<file path="src/trio_pkg.sv">
// Constants and types shared by the terminal run command and I/O logic
package trio_pkg;
  // ****************************************
  // Sizes
  // ****************************************
  localparam int NUM_IN = 9;
  localparam int NUM_OUT = 5;
  localparam int NUM_CH = 14;
  localparam int DLY_W = 16;
  localparam int FN_W = 4;
  // ****************************************
  // Timing: delays count in 1 ms ticks
  // ****************************************
  localparam int CLK_PERIOD_NS = 40;
  localparam int TICK_NS = 1000000;
  localparam int TICK_CYC = TICK_NS / CLK_PERIOD_NS;
  // ****************************************
  // Input function codes, terminal source code and run schemes
  // ****************************************
  localparam logic [3:0] FN_FWD = 4'h2;
  localparam logic [3:0] FN_3LINE = 4'h3;
  localparam logic [3:0] FN_REV = 4'h4;
  localparam logic [3:0] FN_FREE = 4'h6;
  localparam logic [1:0] SRC_TERMINAL = 2'h1;
  typedef enum logic [1:0] {
    TRIO_TWO_LINE_A = 2'b00,
    TRIO_TWO_LINE_B = 2'b01,
    TRIO_THREE_LINE_A = 2'b10,
    TRIO_THREE_LINE_B = 2'b11
  } trio_scheme_t;
  // ****************************************
  // Register byte offsets
  // ****************************************
  localparam logic [7:0] A_CTRL = 8'h00;
  localparam logic [7:0] A_IN_POL = 8'h04;
  localparam logic [7:0] A_OUT_POL_A = 8'h08;
  localparam logic [7:0] A_OUT_POL_B = 8'h0C;
  localparam logic [7:0] A_FUNC_LO = 8'h10;
  localparam logic [7:0] A_FUNC_HI = 8'h14;
  localparam logic [7:0] A_OUT_REQ = 8'h18;
  localparam logic [7:0] A_DLY_BASE = 8'h20;
  localparam logic [7:0] A_IN_STATE = 8'h60;
  localparam logic [7:0] A_OUT_STATE = 8'h64;
  localparam logic [7:0] A_RUN_STAT = 8'h68;
  localparam logic [7:0] A_IRQ_STAT = 8'h6C;
  localparam logic [7:0] A_IRQ_MASK = 8'h70;
  // ****************************************
  // Field positions, reset values and bus response codes
  // ****************************************
  localparam int CTRL_SCHEME_LSB = 0;
  localparam int CTRL_SRC_LSB = 4;
  localparam int DLY_OFF_LSB = 16;
  localparam int IN_COND_LSB = 16;
  localparam int IRQ_ALARM = 0;
  localparam int IRQ_RUN_ON = 1;
  localparam int IRQ_RUN_OFF = 2;
  localparam int IRQ_FREE = 3;
  localparam logic [31:0] RST_CTRL = 32'h0000_0010;
  localparam logic [35:0] RST_FUNC = 36'h0_0000_0642;
  localparam logic [1:0] RESP_OKAY = 2'h0;
  localparam logic [1:0] RESP_SLVERR = 2'h2;
endpackage

</file>
<file path="src/trio_dly_if.sv">
// Interface between the channel control and one on/off delay filter
`timescale 1ns/1ps
`default_nettype none
interface trio_dly_if;
  logic [15:0] on_dly;
  logic [15:0] off_dly;
  logic in_lvl;
  logic out_lvl;
  modport ctl (output on_dly, output off_dly, output in_lvl, input out_lvl);
  modport flt (input on_dly, input off_dly, input in_lvl, output out_lvl);
endinterface
`default_nettype wire

</file>
<file path="src/trio_delay.sv">
// On/off delay filter for one digital channel
`timescale 1ns/1ps
`default_nettype none
module trio_delay (
  input wire logic aclk,
  input wire logic aresetn,
  input wire logic tick,
  trio_dly_if.flt dl
);
  logic state_q;
  logic [15:0] cnt_q;
  logic [15:0] need;
  // A rising change waits the on delay, a falling change the off delay
  assign need = dl.in_lvl ? dl.on_dly : dl.off_dly;
  assign dl.out_lvl = state_q;

  // A level that drops back early restarts the count, so it is ignored
  always_ff @(posedge aclk) begin
    if (!aresetn) begin
      state_q <= 1'b0;
      cnt_q <= 16'h0000;
    end else if (dl.in_lvl == state_q) begin
      cnt_q <= 16'h0000;
    end else if (need == 16'h0000 || (tick && cnt_q + 16'h0001 >= need)) begin
      state_q <= dl.in_lvl;
      cnt_q <= 16'h0000;
    end else if (tick) begin
      cnt_q <= cnt_q + 16'h0001;
    end
  end
endmodule
`default_nettype wire

</file>
<file path="src/trio_top.sv">
// Terminal run command decoding and digital I/O conditioning with AXI4-Lite registers
// Notes on behaviour
// Scheme 0: forward input runs forward, reverse input runs reverse.
// Scheme 1: forward input enables running, reverse input chooses direction.
// Scheme 2: three-line input is stop, forward input starts, reverse picks direction.
// Scheme 3: three-line input is stop, forward or reverse starts, each with its direction.
// An input with function 3 is the three-line stop input.
// Run commands are taken only when the command source is 1, terminals.
// An input with function 2 is the forward run command once conditioned active.
// An input with function 6 gives a free stop once conditioned active; the code gives it only under terminal control.
// A set bit of the input polarity mask inverts that input.
// Under terminal control, forward run together with free stop raises an alarm.
// Each input has on and off delays; a level held shorter is ignored.
// Seven ordinary inputs and two fast inputs are conditioned alike.
// Two fast outputs and three relay outputs each have on and off delays.
// Each output has selectable polarity; negative logic drives 0 for active.
// A readable output status shows each output after delay and polarity.
// Three-line run latches on a start pulse and clears on stop; scheme 0 both inputs stop.
`timescale 1ns/1ps
`default_nettype none
module trio_top #(
  parameter int TICK_CYCLES = trio_pkg::TICK_CYC
) (
  input wire logic aclk,
  input wire logic aresetn,
  input wire logic [7:0] s_axi_awaddr,
  input wire logic s_axi_awvalid,
  output logic s_axi_awready,
  input wire logic [31:0] s_axi_wdata,
  input wire logic [3:0] s_axi_wstrb,
  input wire logic s_axi_wvalid,
  output logic s_axi_wready,
  output logic [1:0] s_axi_bresp,
  output logic s_axi_bvalid,
  input wire logic s_axi_bready,
  input wire logic [7:0] s_axi_araddr,
  input wire logic s_axi_arvalid,
  output logic s_axi_arready,
  output logic [31:0] s_axi_rdata,
  output logic [1:0] s_axi_rresp,
  output logic s_axi_rvalid,
  input wire logic s_axi_rready,
  input wire logic [6:0] term_inputs,
  input wire logic fast_input_one,
  input wire logic fast_input_two,
  output logic fast_output_one,
  output logic fast_output_two,
  output logic [2:0] relay_outputs,
  output logic run_cmd,
  output logic reverse_dir,
  output logic free_stop,
  output logic run_alarm,
  output logic irq
);
  // ****************************************
  // Registers and helpers
  // ****************************************
  logic [31:0] ctrl_q;
  logic [8:0] in_pol_q;
  logic [1:0] out_pol_a_q;
  logic [2:0] out_pol_b_q;
  logic [35:0] func_q;
  logic [4:0] out_req_q;
  logic [31:0] dly_q [trio_pkg::NUM_CH];
  logic [3:0] irq_stat_q;
  logic [3:0] irq_mask_q;
  logic [8:0] in_meta_q, in_sync_q, cond;
  logic [4:0] out_dly, out_pins_q, out_pol;
  logic [15:0] tick_cnt_q;
  logic tick_q;
  logic aw_got_q, w_got_q;
  logic [7:0] awaddr_q;
  logic [31:0] wdata_q;
  logic [3:0] wstrb_q;
  logic run_q, dir_q, free_q, alarm_q, latch_q;
  logic fwd, rev, tls, fstop, term_en, fwd_q, rev_q;
  logic run_d, dir_d;
  logic [3:0] ev;
  trio_pkg::trio_scheme_t scheme;

  // Byte-lane merge used by every writable register except the interrupt status
  function automatic logic [31:0] merge(input logic [31:0] old, input logic [31:0] nw,
                                        input logic [3:0] strb);
    logic [31:0] r;
    r = old;
    for (int b = 0; b < 4; b++) begin
      if (strb[b]) begin
        r[b*8 +: 8] = nw[b*8 +: 8];
      end
    end
    return r;
  endfunction

  // True when any conditioned input carries the given function code
  function automatic logic any_fn(input logic [35:0] f, input logic [8:0] c,
                                  input logic [3:0] code);
    logic hit;
    hit = 1'b0;
    for (int i = 0; i < trio_pkg::NUM_IN; i++) begin
      if (c[i] && f[i*4 +: 4] == code) begin
        hit = 1'b1;
      end
    end
    return hit;
  endfunction

  // ****************************************
  // Tick divider and input synchronisers
  // ****************************************
  // One-cycle enable every millisecond paces all delay counters
  always_ff @(posedge aclk) begin
    if (!aresetn) begin
      tick_cnt_q <= 16'h0000;
      tick_q <= 1'b0;
    end else if (tick_cnt_q == 16'(TICK_CYCLES - 1)) begin
      tick_cnt_q <= 16'h0000;
      tick_q <= 1'b1;
    end else begin
      tick_cnt_q <= tick_cnt_q + 16'h0001;
      tick_q <= 1'b0;
    end
  end

  // Pins are asynchronous; two stages before any logic looks at them
  always_ff @(posedge aclk) begin
    if (!aresetn) begin
      in_meta_q <= 9'h000;
      in_sync_q <= 9'h000;
    end else begin
      in_meta_q <= {fast_input_two, fast_input_one, term_inputs};
      in_sync_q <= in_meta_q;
    end
  end

  // ****************************************
  // Delay channels: 9 inputs then 5 outputs
  // ****************************************
  assign out_pol = {out_pol_b_q, out_pol_a_q};
  for (genvar g = 0; g < trio_pkg::NUM_CH; g++) begin : g_ch
    trio_dly_if dl ();
    assign dl.on_dly = dly_q[g][15:0];
    assign dl.off_dly = dly_q[g][31:trio_pkg::DLY_OFF_LSB];
    if (g < trio_pkg::NUM_IN) begin : g_in
      assign dl.in_lvl = in_sync_q[g] ^ in_pol_q[g];
      assign cond[g] = dl.out_lvl;
    end else begin : g_out
      assign dl.in_lvl = out_req_q[g - trio_pkg::NUM_IN];
      assign out_dly[g - trio_pkg::NUM_IN] = dl.out_lvl;
    end
    trio_delay u_dly (
      .aclk(aclk),
      .aresetn(aresetn),
      .tick(tick_q),
      .dl(dl)
    );
  end

  // Polarity after delay, registered so the pins come straight from flops
  always_ff @(posedge aclk) begin
    if (!aresetn) begin
      out_pins_q <= 5'h00;
    end else begin
      out_pins_q <= out_dly ^ out_pol;
    end
  end
  assign fast_output_one = out_pins_q[0];
  assign fast_output_two = out_pins_q[1];
  assign relay_outputs = out_pins_q[4:2];

  // ****************************************
  // Run command decoding
  // ****************************************
  assign scheme = trio_pkg::trio_scheme_t'(ctrl_q[trio_pkg::CTRL_SCHEME_LSB +: 2]);
  assign term_en = ctrl_q[trio_pkg::CTRL_SRC_LSB +: 2] == trio_pkg::SRC_TERMINAL;
  assign fwd = any_fn(func_q, cond, trio_pkg::FN_FWD);
  assign rev = any_fn(func_q, cond, trio_pkg::FN_REV);
  assign tls = any_fn(func_q, cond, trio_pkg::FN_3LINE);
  assign fstop = any_fn(func_q, cond, trio_pkg::FN_FREE);

  // Next run and direction per scheme; free stop and source gate the run only
  always_comb begin
    run_d = 1'b0;
    dir_d = dir_q;
    unique case (scheme)
      trio_pkg::TRIO_TWO_LINE_A: begin
        run_d = fwd ^ rev;
        dir_d = rev & ~fwd;
      end
      trio_pkg::TRIO_TWO_LINE_B: begin
        run_d = fwd;
        dir_d = rev;
      end
      trio_pkg::TRIO_THREE_LINE_A: begin
        run_d = tls & (latch_q | (fwd & ~fwd_q));
        dir_d = rev;
      end
      trio_pkg::TRIO_THREE_LINE_B: begin
        run_d = tls & (latch_q | (fwd & ~fwd_q) | (rev & ~rev_q));
        if (fwd & ~fwd_q) begin
          dir_d = 1'b0;
        end else if (rev & ~rev_q) begin
          dir_d = 1'b1;
        end
      end
    endcase
    if (!term_en || fstop) begin
      run_d = 1'b0;
    end
  end

  // The latch only matters in three-line schemes; others keep it clear
  always_ff @(posedge aclk) begin
    if (!aresetn) begin
      run_q <= 1'b0;
      dir_q <= 1'b0;
      latch_q <= 1'b0;
      fwd_q <= 1'b0;
      rev_q <= 1'b0;
      free_q <= 1'b0;
      alarm_q <= 1'b0;
    end else begin
      run_q <= run_d;
      dir_q <= dir_d;
      latch_q <= run_d & scheme[1];
      fwd_q <= fwd;
      rev_q <= rev;
      free_q <= term_en & fstop;
      alarm_q <= term_en & fwd & fstop;
    end
  end
  assign run_cmd = run_q;
  assign reverse_dir = dir_q;
  assign free_stop = free_q;
  assign run_alarm = alarm_q;

  // ****************************************
  // Interrupt status
  // ****************************************
  assign ev = {term_en & fstop & ~free_q, ~run_d & run_q, run_d & ~run_q,
               term_en & fwd & fstop & ~alarm_q};
  // Write one to clear; a new event in the same cycle wins over the clear
  always_ff @(posedge aclk) begin
    if (!aresetn) begin
      irq_stat_q <= 4'h0;
      irq <= 1'b0;
    end else begin
      if (aw_got_q && w_got_q && !s_axi_bvalid && awaddr_q == trio_pkg::A_IRQ_STAT) begin
        irq_stat_q <= (irq_stat_q & ~(wdata_q[3:0] & {4{wstrb_q[0]}})) | ev;
      end else begin
        irq_stat_q <= irq_stat_q | ev;
      end
      irq <= |(irq_stat_q & irq_mask_q);
    end
  end

  // ****************************************
  // AXI4-Lite write path
  // ****************************************
  // Address and data are captured in either order; the write happens once both are in
  always_ff @(posedge aclk) begin
    if (!aresetn) begin
      aw_got_q <= 1'b0;
      w_got_q <= 1'b0;
      s_axi_awready <= 1'b1;
      s_axi_wready <= 1'b1;
      s_axi_bvalid <= 1'b0;
      s_axi_bresp <= trio_pkg::RESP_OKAY;
      awaddr_q <= 8'h00;
      wdata_q <= 32'h0000_0000;
      wstrb_q <= 4'h0;
    end else begin
      if (s_axi_awvalid && s_axi_awready) begin
        aw_got_q <= 1'b1;
        s_axi_awready <= 1'b0;
        awaddr_q <= s_axi_awaddr;
      end
      if (s_axi_wvalid && s_axi_wready) begin
        w_got_q <= 1'b1;
        s_axi_wready <= 1'b0;
        wdata_q <= s_axi_wdata;
        wstrb_q <= s_axi_wstrb;
      end
      if (aw_got_q && w_got_q && !s_axi_bvalid) begin
        s_axi_bvalid <= 1'b1;
        s_axi_bresp <= (awaddr_q > trio_pkg::A_IRQ_MASK || awaddr_q[1:0] != 2'b00
                        || (awaddr_q > 8'h54 && awaddr_q < trio_pkg::A_IN_STATE)
                        || (awaddr_q > trio_pkg::A_OUT_REQ && awaddr_q < trio_pkg::A_DLY_BASE))
                       ? trio_pkg::RESP_SLVERR : trio_pkg::RESP_OKAY;
      end
      if (s_axi_bvalid && s_axi_bready) begin
        s_axi_bvalid <= 1'b0;
        aw_got_q <= 1'b0;
        w_got_q <= 1'b0;
        s_axi_awready <= 1'b1;
        s_axi_wready <= 1'b1;
      end
    end
  end

  // Register stores; status words other than the interrupt status are read only and ignore writes
  always_ff @(posedge aclk) begin
    if (!aresetn) begin
      ctrl_q <= trio_pkg::RST_CTRL;
      in_pol_q <= 9'h000;
      out_pol_a_q <= 2'h0;
      out_pol_b_q <= 3'h0;
      func_q <= trio_pkg::RST_FUNC;
      out_req_q <= 5'h00;
      irq_mask_q <= 4'h0;
      for (int i = 0; i < trio_pkg::NUM_CH; i++) begin
        dly_q[i] <= 32'h0000_0000;
      end
    end else if (aw_got_q && w_got_q && !s_axi_bvalid) begin
      unique case (awaddr_q)
        trio_pkg::A_CTRL: ctrl_q <= merge(ctrl_q, wdata_q, wstrb_q) & 32'h0000_0033;
        trio_pkg::A_IN_POL: in_pol_q <= 9'(merge({23'h0, in_pol_q}, wdata_q, wstrb_q));
        trio_pkg::A_OUT_POL_A: out_pol_a_q <= 2'(merge(32'h0, wdata_q, wstrb_q));
        trio_pkg::A_OUT_POL_B: out_pol_b_q <= 3'(merge(32'h0, wdata_q, wstrb_q));
        trio_pkg::A_FUNC_LO: func_q[31:0] <= merge(func_q[31:0], wdata_q, wstrb_q);
        trio_pkg::A_FUNC_HI: func_q[35:32] <= 4'(merge({28'h0, func_q[35:32]}, wdata_q, wstrb_q));
        trio_pkg::A_OUT_REQ: out_req_q <= 5'(merge({27'h0, out_req_q}, wdata_q, wstrb_q));
        trio_pkg::A_IRQ_MASK: irq_mask_q <= 4'(merge({28'h0, irq_mask_q}, wdata_q, wstrb_q));
        default: begin
          for (int i = 0; i < trio_pkg::NUM_CH; i++) begin
            if (awaddr_q == trio_pkg::A_DLY_BASE + 8'(4 * i)) begin
              dly_q[i] <= merge(dly_q[i], wdata_q, wstrb_q);
            end
          end
        end
      endcase
    end
  end

  // ****************************************
  // AXI4-Lite read path
  // ****************************************
  // One read at a time; arready drops until the data beat is taken
  always_ff @(posedge aclk) begin
    if (!aresetn) begin
      s_axi_arready <= 1'b1;
      s_axi_rvalid <= 1'b0;
      s_axi_rdata <= 32'h0000_0000;
      s_axi_rresp <= trio_pkg::RESP_OKAY;
    end else if (s_axi_arvalid && s_axi_arready) begin
      s_axi_arready <= 1'b0;
      s_axi_rvalid <= 1'b1;
      s_axi_rresp <= trio_pkg::RESP_OKAY;
      s_axi_rdata <= 32'h0000_0000;
      unique case (s_axi_araddr)
        trio_pkg::A_CTRL: s_axi_rdata <= ctrl_q;
        trio_pkg::A_IN_POL: s_axi_rdata <= {23'h0, in_pol_q};
        trio_pkg::A_OUT_POL_A: s_axi_rdata <= {30'h0, out_pol_a_q};
        trio_pkg::A_OUT_POL_B: s_axi_rdata <= {29'h0, out_pol_b_q};
        trio_pkg::A_FUNC_LO: s_axi_rdata <= func_q[31:0];
        trio_pkg::A_FUNC_HI: s_axi_rdata <= {28'h0, func_q[35:32]};
        trio_pkg::A_OUT_REQ: s_axi_rdata <= {27'h0, out_req_q};
        trio_pkg::A_IN_STATE: s_axi_rdata <= {7'h0, cond, 7'h0, in_sync_q};
        trio_pkg::A_OUT_STATE: s_axi_rdata <= {27'h0, out_pins_q};
        trio_pkg::A_RUN_STAT: s_axi_rdata <= {28'h0, alarm_q, free_q, dir_q, run_q};
        trio_pkg::A_IRQ_STAT: s_axi_rdata <= {28'h0, irq_stat_q};
        trio_pkg::A_IRQ_MASK: s_axi_rdata <= {28'h0, irq_mask_q};
        default: begin
          s_axi_rresp <= trio_pkg::RESP_SLVERR;
          for (int i = 0; i < trio_pkg::NUM_CH; i++) begin
            if (s_axi_araddr == trio_pkg::A_DLY_BASE + 8'(4 * i)) begin
              s_axi_rdata <= dly_q[i];
              s_axi_rresp <= trio_pkg::RESP_OKAY;
            end
          end
        end
      endcase
    end else if (s_axi_rvalid && s_axi_rready) begin
      s_axi_rvalid <= 1'b0;
      s_axi_arready <= 1'b1;
    end
  end
endmodule
`default_nettype wire

</file>
<file path="config.mk">
export PLATFORM = sky130hd
export DESIGN_NAME = trio_top
export DESIGN_NICKNAME = d
export VERILOG_FILES = /design/src/trio_pkg.sv /design/src/trio_dly_if.sv /design/src/trio_delay.sv /design/src/trio_top.sv
export SDC_FILE = /design/constraint.sdc
export NUM_CORES = 2
export LEC_CHECK = 0
export ABC_AREA = 1
export BUFFER_PORTS_ARGS = -buffer_cell sky130_fd_sc_hd__buf_4
export CORE_UTILIZATION = 58
export DETAILED_ROUTE_END_ITERATION = 10
export GPL_TIMING_DRIVEN = 0
export PLACE_DENSITY_LB_ADDON = 0.12
export SLEW_MARGIN = 20
export SYNTH_ARGS = -nofsm -noshare
export SYNTH_HDL_FRONTEND = slang
export SYNTH_HIERARCHICAL = 1
export SYNTH_SLANG_ARGS = --single-unit
</file>
<file path="constraint.sdc">
create_clock -name aclk -period 2.6 [get_ports aclk]
set_input_delay 0.13 -clock aclk [delete_from_list [all_inputs] [get_ports aclk]]
set_output_delay 0.13 -clock aclk [all_outputs]
set_load 0.05 [all_outputs]
</file>
==> results.py <==
metrics = {
    "run_status": {
        "status": "finished, violations left",
        "violations": "setup timing",
    },
    "placement": {
        "io_buffers": 116,
        "place_worst_setup_slack_ns": -1.45,
        "gp_congestion": 1.09,
        "dpl.hpwl_mm": 147,
    },
    "critical_path": {
        "critPathCaptureType": "flop",
        "reg2reg_from": "awaddr_q[0]",
        "required_ns": 3.24,
        "startpoint": "aresetn",
        "r2r_setup_slack_ns": -0.14,
        "reg2reg_depth": 11,
        "cp.arrival_ns": 3.45,
        "crit_end": "awaddr_q[0]",
        "cp_max_fo": 16,
        "crit_type": "input pin to flop",
        "regToRegEndpoint": "dly_q[1][103]",
        "start_kind": "input pin",
    },
    "timing": {
        "holdWs_ns": 0.0532,
        "rsz0062_at_grt": "true",
        "hold_viol": 0,
        "fin_ws_ns": -0.208,
        "fin_crit_sh": 1.08,
        "max_slew.worst_pin.slew_ns": 1.09,
        "slew_viol_final": 0,
        "fin_crit_ns": 2.81,
        "max_clock_freq_mhz": 356,
        "max_slew_margin": 0.274,
        "setup_viol": 428,
        "fin_skew_ns": 0.0352,
    },
    "synth": {
        "yosysTopAreaCellShare": 0.259,
        "synth_cell_types": 64,
        "ys_ff_latch": 886,
        "syn_inst": 6679,
        "synth_edf_count": 448,
        "yosys-top-cells-count": "nand2_1, nor2_1, inv_1",
        "synth_async_sr_flop_share": 0,
        "synth_largest_area_cell": "edfxtp_1",
        "ys_seq_area_frac": 0.428,
        "syn_avg_cell_area_um2": 7.78,
        "yosysMostFrequentCell": "nand2_1",
        "yosys_warnings": 6,
        "syn_area_mm2": 0.0520,
        "ys.flop_type": "edfxtp_1",
        "synthTopCellsByArea": "edfxtp_1, dfxtp_1, nand2_1",
    },
    "die": {
        "die_x_um": 301,
        "dieArea_mm2": 0.0908,
        "rows": 109,
        "pin_count": 119,
        "initial_core_util": 0.587,
        "die_h_um": 301,
        "core_area_mm2": 0.0885,
    },
    "global_routing": {
        "overflow": 0,
        "grt_max_degree": 45,
        "grt_pass1_vias": 46188,
        "antenna_found_initial": 6,
        "grt_pass1_wl_mm": 292,
        "grt_use_total": 0.437,
    },
    "drt": {
        "viasPerCell": 6.02,
        "num_vias": 50536,
        "final_antenna_net_count": 0,
        "drc": 0,
        "dr.pass1.iters": 7,
        "routedWlPerCell_um": 24.7,
        "wl_mm": 207,
        "drt-initial-drc-count": 6988,
    },
    "layout": {
        "fillers": 6762,
        "area_delta_synth_final_pct": 22.6,
        "drive_gt1_frac": 0.204,
        "regArea_mm2": 0.0225,
        "final_nets": 7447,
        "final_util": 0.720,
        "multi_input_area_mm2": 0.0280,
    },
    "clock_tree": {
        "cts_made_buffers": 99,
        "cts.sinks": 886,
        "cts_tree": "yes",
        "clk_pin_slew_ns": 0.06,
        "clockRootBuffer": "clkbuf_16",
        "clkLatencyLatePin_ns": 0.71,
        "htree_levels": 3,
        "cts_buffer_depth": 3,
    },
    "pwr": {
        "p_leak_uw": 0.0272,
        "p_per_area_mw_per_mm2": 532,
        "worst_ir_drop_vdd_mv": 0.540,
    },
    "hold_path": {
        "min-delay-path-class": "input pin to flop",
        "min_path_cells": 3,
    },
    "run": {
        "drv_cap": 0,
    },
}
## placed cells by master, fill, tap and decap left out, types with 69 or more instances in the layout
cell / Yosys / routed
o21ai_0: 347 / 279
buf_4: 18 / 237
a21oi_1: 323 / 309
xor2_1: 134 / 107
inv_1: 788 / 756
nand4_1: 175 / 175
ha_1: 244 / 209
mux2i_1: 79 / 69
dfxtp_1: 438 / 322
clkbuf_16: 0 / 111
nor2_2: 65 / 78
nor2_1: 900 / 831
nand2_2: 14 / 111
nor2_4: 77 / 133
edfxtp_1: 448 / 448
nand2_1: 1573 / 1461
or2_1: 100 / 92
o21ai_1: 119 / 95
nand3_1: 218 / 189
clkbuf_1: 130 / 103
## cell families (layout without fill, tap and decap cells)
logic type,Yosys count,count (layout),share of synthesized area
XOR/XNOR,153,153,0.0258
flip-flops,886,886,0.428
other,1,6,0.0000721
AO/OA/AOI/OAI,929,929,0.0979
multiplexers,79,79,0.0152
adder cells (fa/ha/maj),244,244,0.0587
AND/OR/NAND/NOR,3300,3300,0.287
buffers and inverters,1087,1626,0.0880
## metrics by stage
| stage | cells | TNS [ns] | cell area (um2) | power [uW] |
|---|---|---|---|---|
| after floorplan | 6680 | 0 | 52000 | 17100 |
| after global placement | 7961 | -1041.29 | 54300 | 18500 |
| after detailed placement | 7964 | -627.09 | 54400 | 18500 |
| after CTS | 8307 | -43.22 | 61400 | 33500 |
| after global routing | 8385 | -74.16 | 63700 | 34500 |
| final | 8388 | -26.43 | 63700 | 33900 |
## timing repair
item                       in CTS  in global routing
hold endpoints to repair       74                  0
cloned                         17                  6
gates resized for setup       493                477
hold buffers                   61                  0
setup endpoints to repair     681                743
buffers inserted               80                 73
pin swaps                      98                200
## report_power, final
part | switching (uW) | leakage, uW | internal [uW]
clock | 6230 | 0.00168 | 8790
combinational | 2500 | 0.0173 | 942
sequential | 387 | 0.00818 | 15100
total | 9120 | 0.0272 | 24800
## how the worst min path moves through the flow
| stage | from | endpoint | slack, ns |
|---|---|---|---|
| floorplan | term_inputs[0] | in_meta_q[0] | 0.23 |
| global placement | term_inputs[3] | in_meta_q[3] | 0.31 |
| detailed placement | term_inputs[1] | in_meta_q[1] | 0.32 |
| CTS | aresetn | g_ch[9].u_dly/cnt_q[3] | 0.01 |
| global route | aresetn | g_ch[13].u_dly/cnt_q[3] | 0.04 |
| finish | aresetn | g_ch[13].u_dly/cnt_q[3] | 0.05 |
## routing by layer
| metal | share of wire | vias up | track usage |
|---|---|---|---|
| li1 | - | 22724 | - |
| met1 | 0.38 | 23708 | 0.579 |
| met2 | 0.42 | 3396 | 0.631 |
| met3 | 0.14 | 702 | 0.141 |
| met4 | 0.065 | 6 | 0.236 |
| met5 | 0.00026 | - | 0 |
## layout make-up
class	instances	area share
buffer	252	0.0254
sequential	886	0.353
clock inverter	61	0.0111
tap	1165	0.0229
inverter	834	0.0497
multi-input combinational	4707	0.440
timing repair buffer	355	0.0549
clock buffer	124	0.0426
antenna	4	0.000157
## critical path, stage by stage
cell and delay (ns):
buf_6 0.45, buf_2 0.40, clkbuf_1 0.78, clkbuf_1 0.63, o21ai_0 0.27, nor2_1 0.18
dlygate4sd3_1 0.56
## state kept, by name, summed over array words and instances, names as in the netlist, 2 cells and up
register and count:
tick_cnt_q 16, out_pol_b_q 3, out_req_q 5, wstrb_q 4
out_pol_a_q 2, in_pol_q 9, func_q 36, dly_q 448
g_ch.u_dly/dl.out_lvl 14, irq_stat_q 4, wdata_q 32, out_pins_q 5
s_axi_rdata 32, g_ch.u_dly/cnt_q 224, irq_mask_q 4, awaddr_q 8
in_meta_q 9, in_sync_q 9, ctrl_q 4
Power figures use the tool's default switching activity.
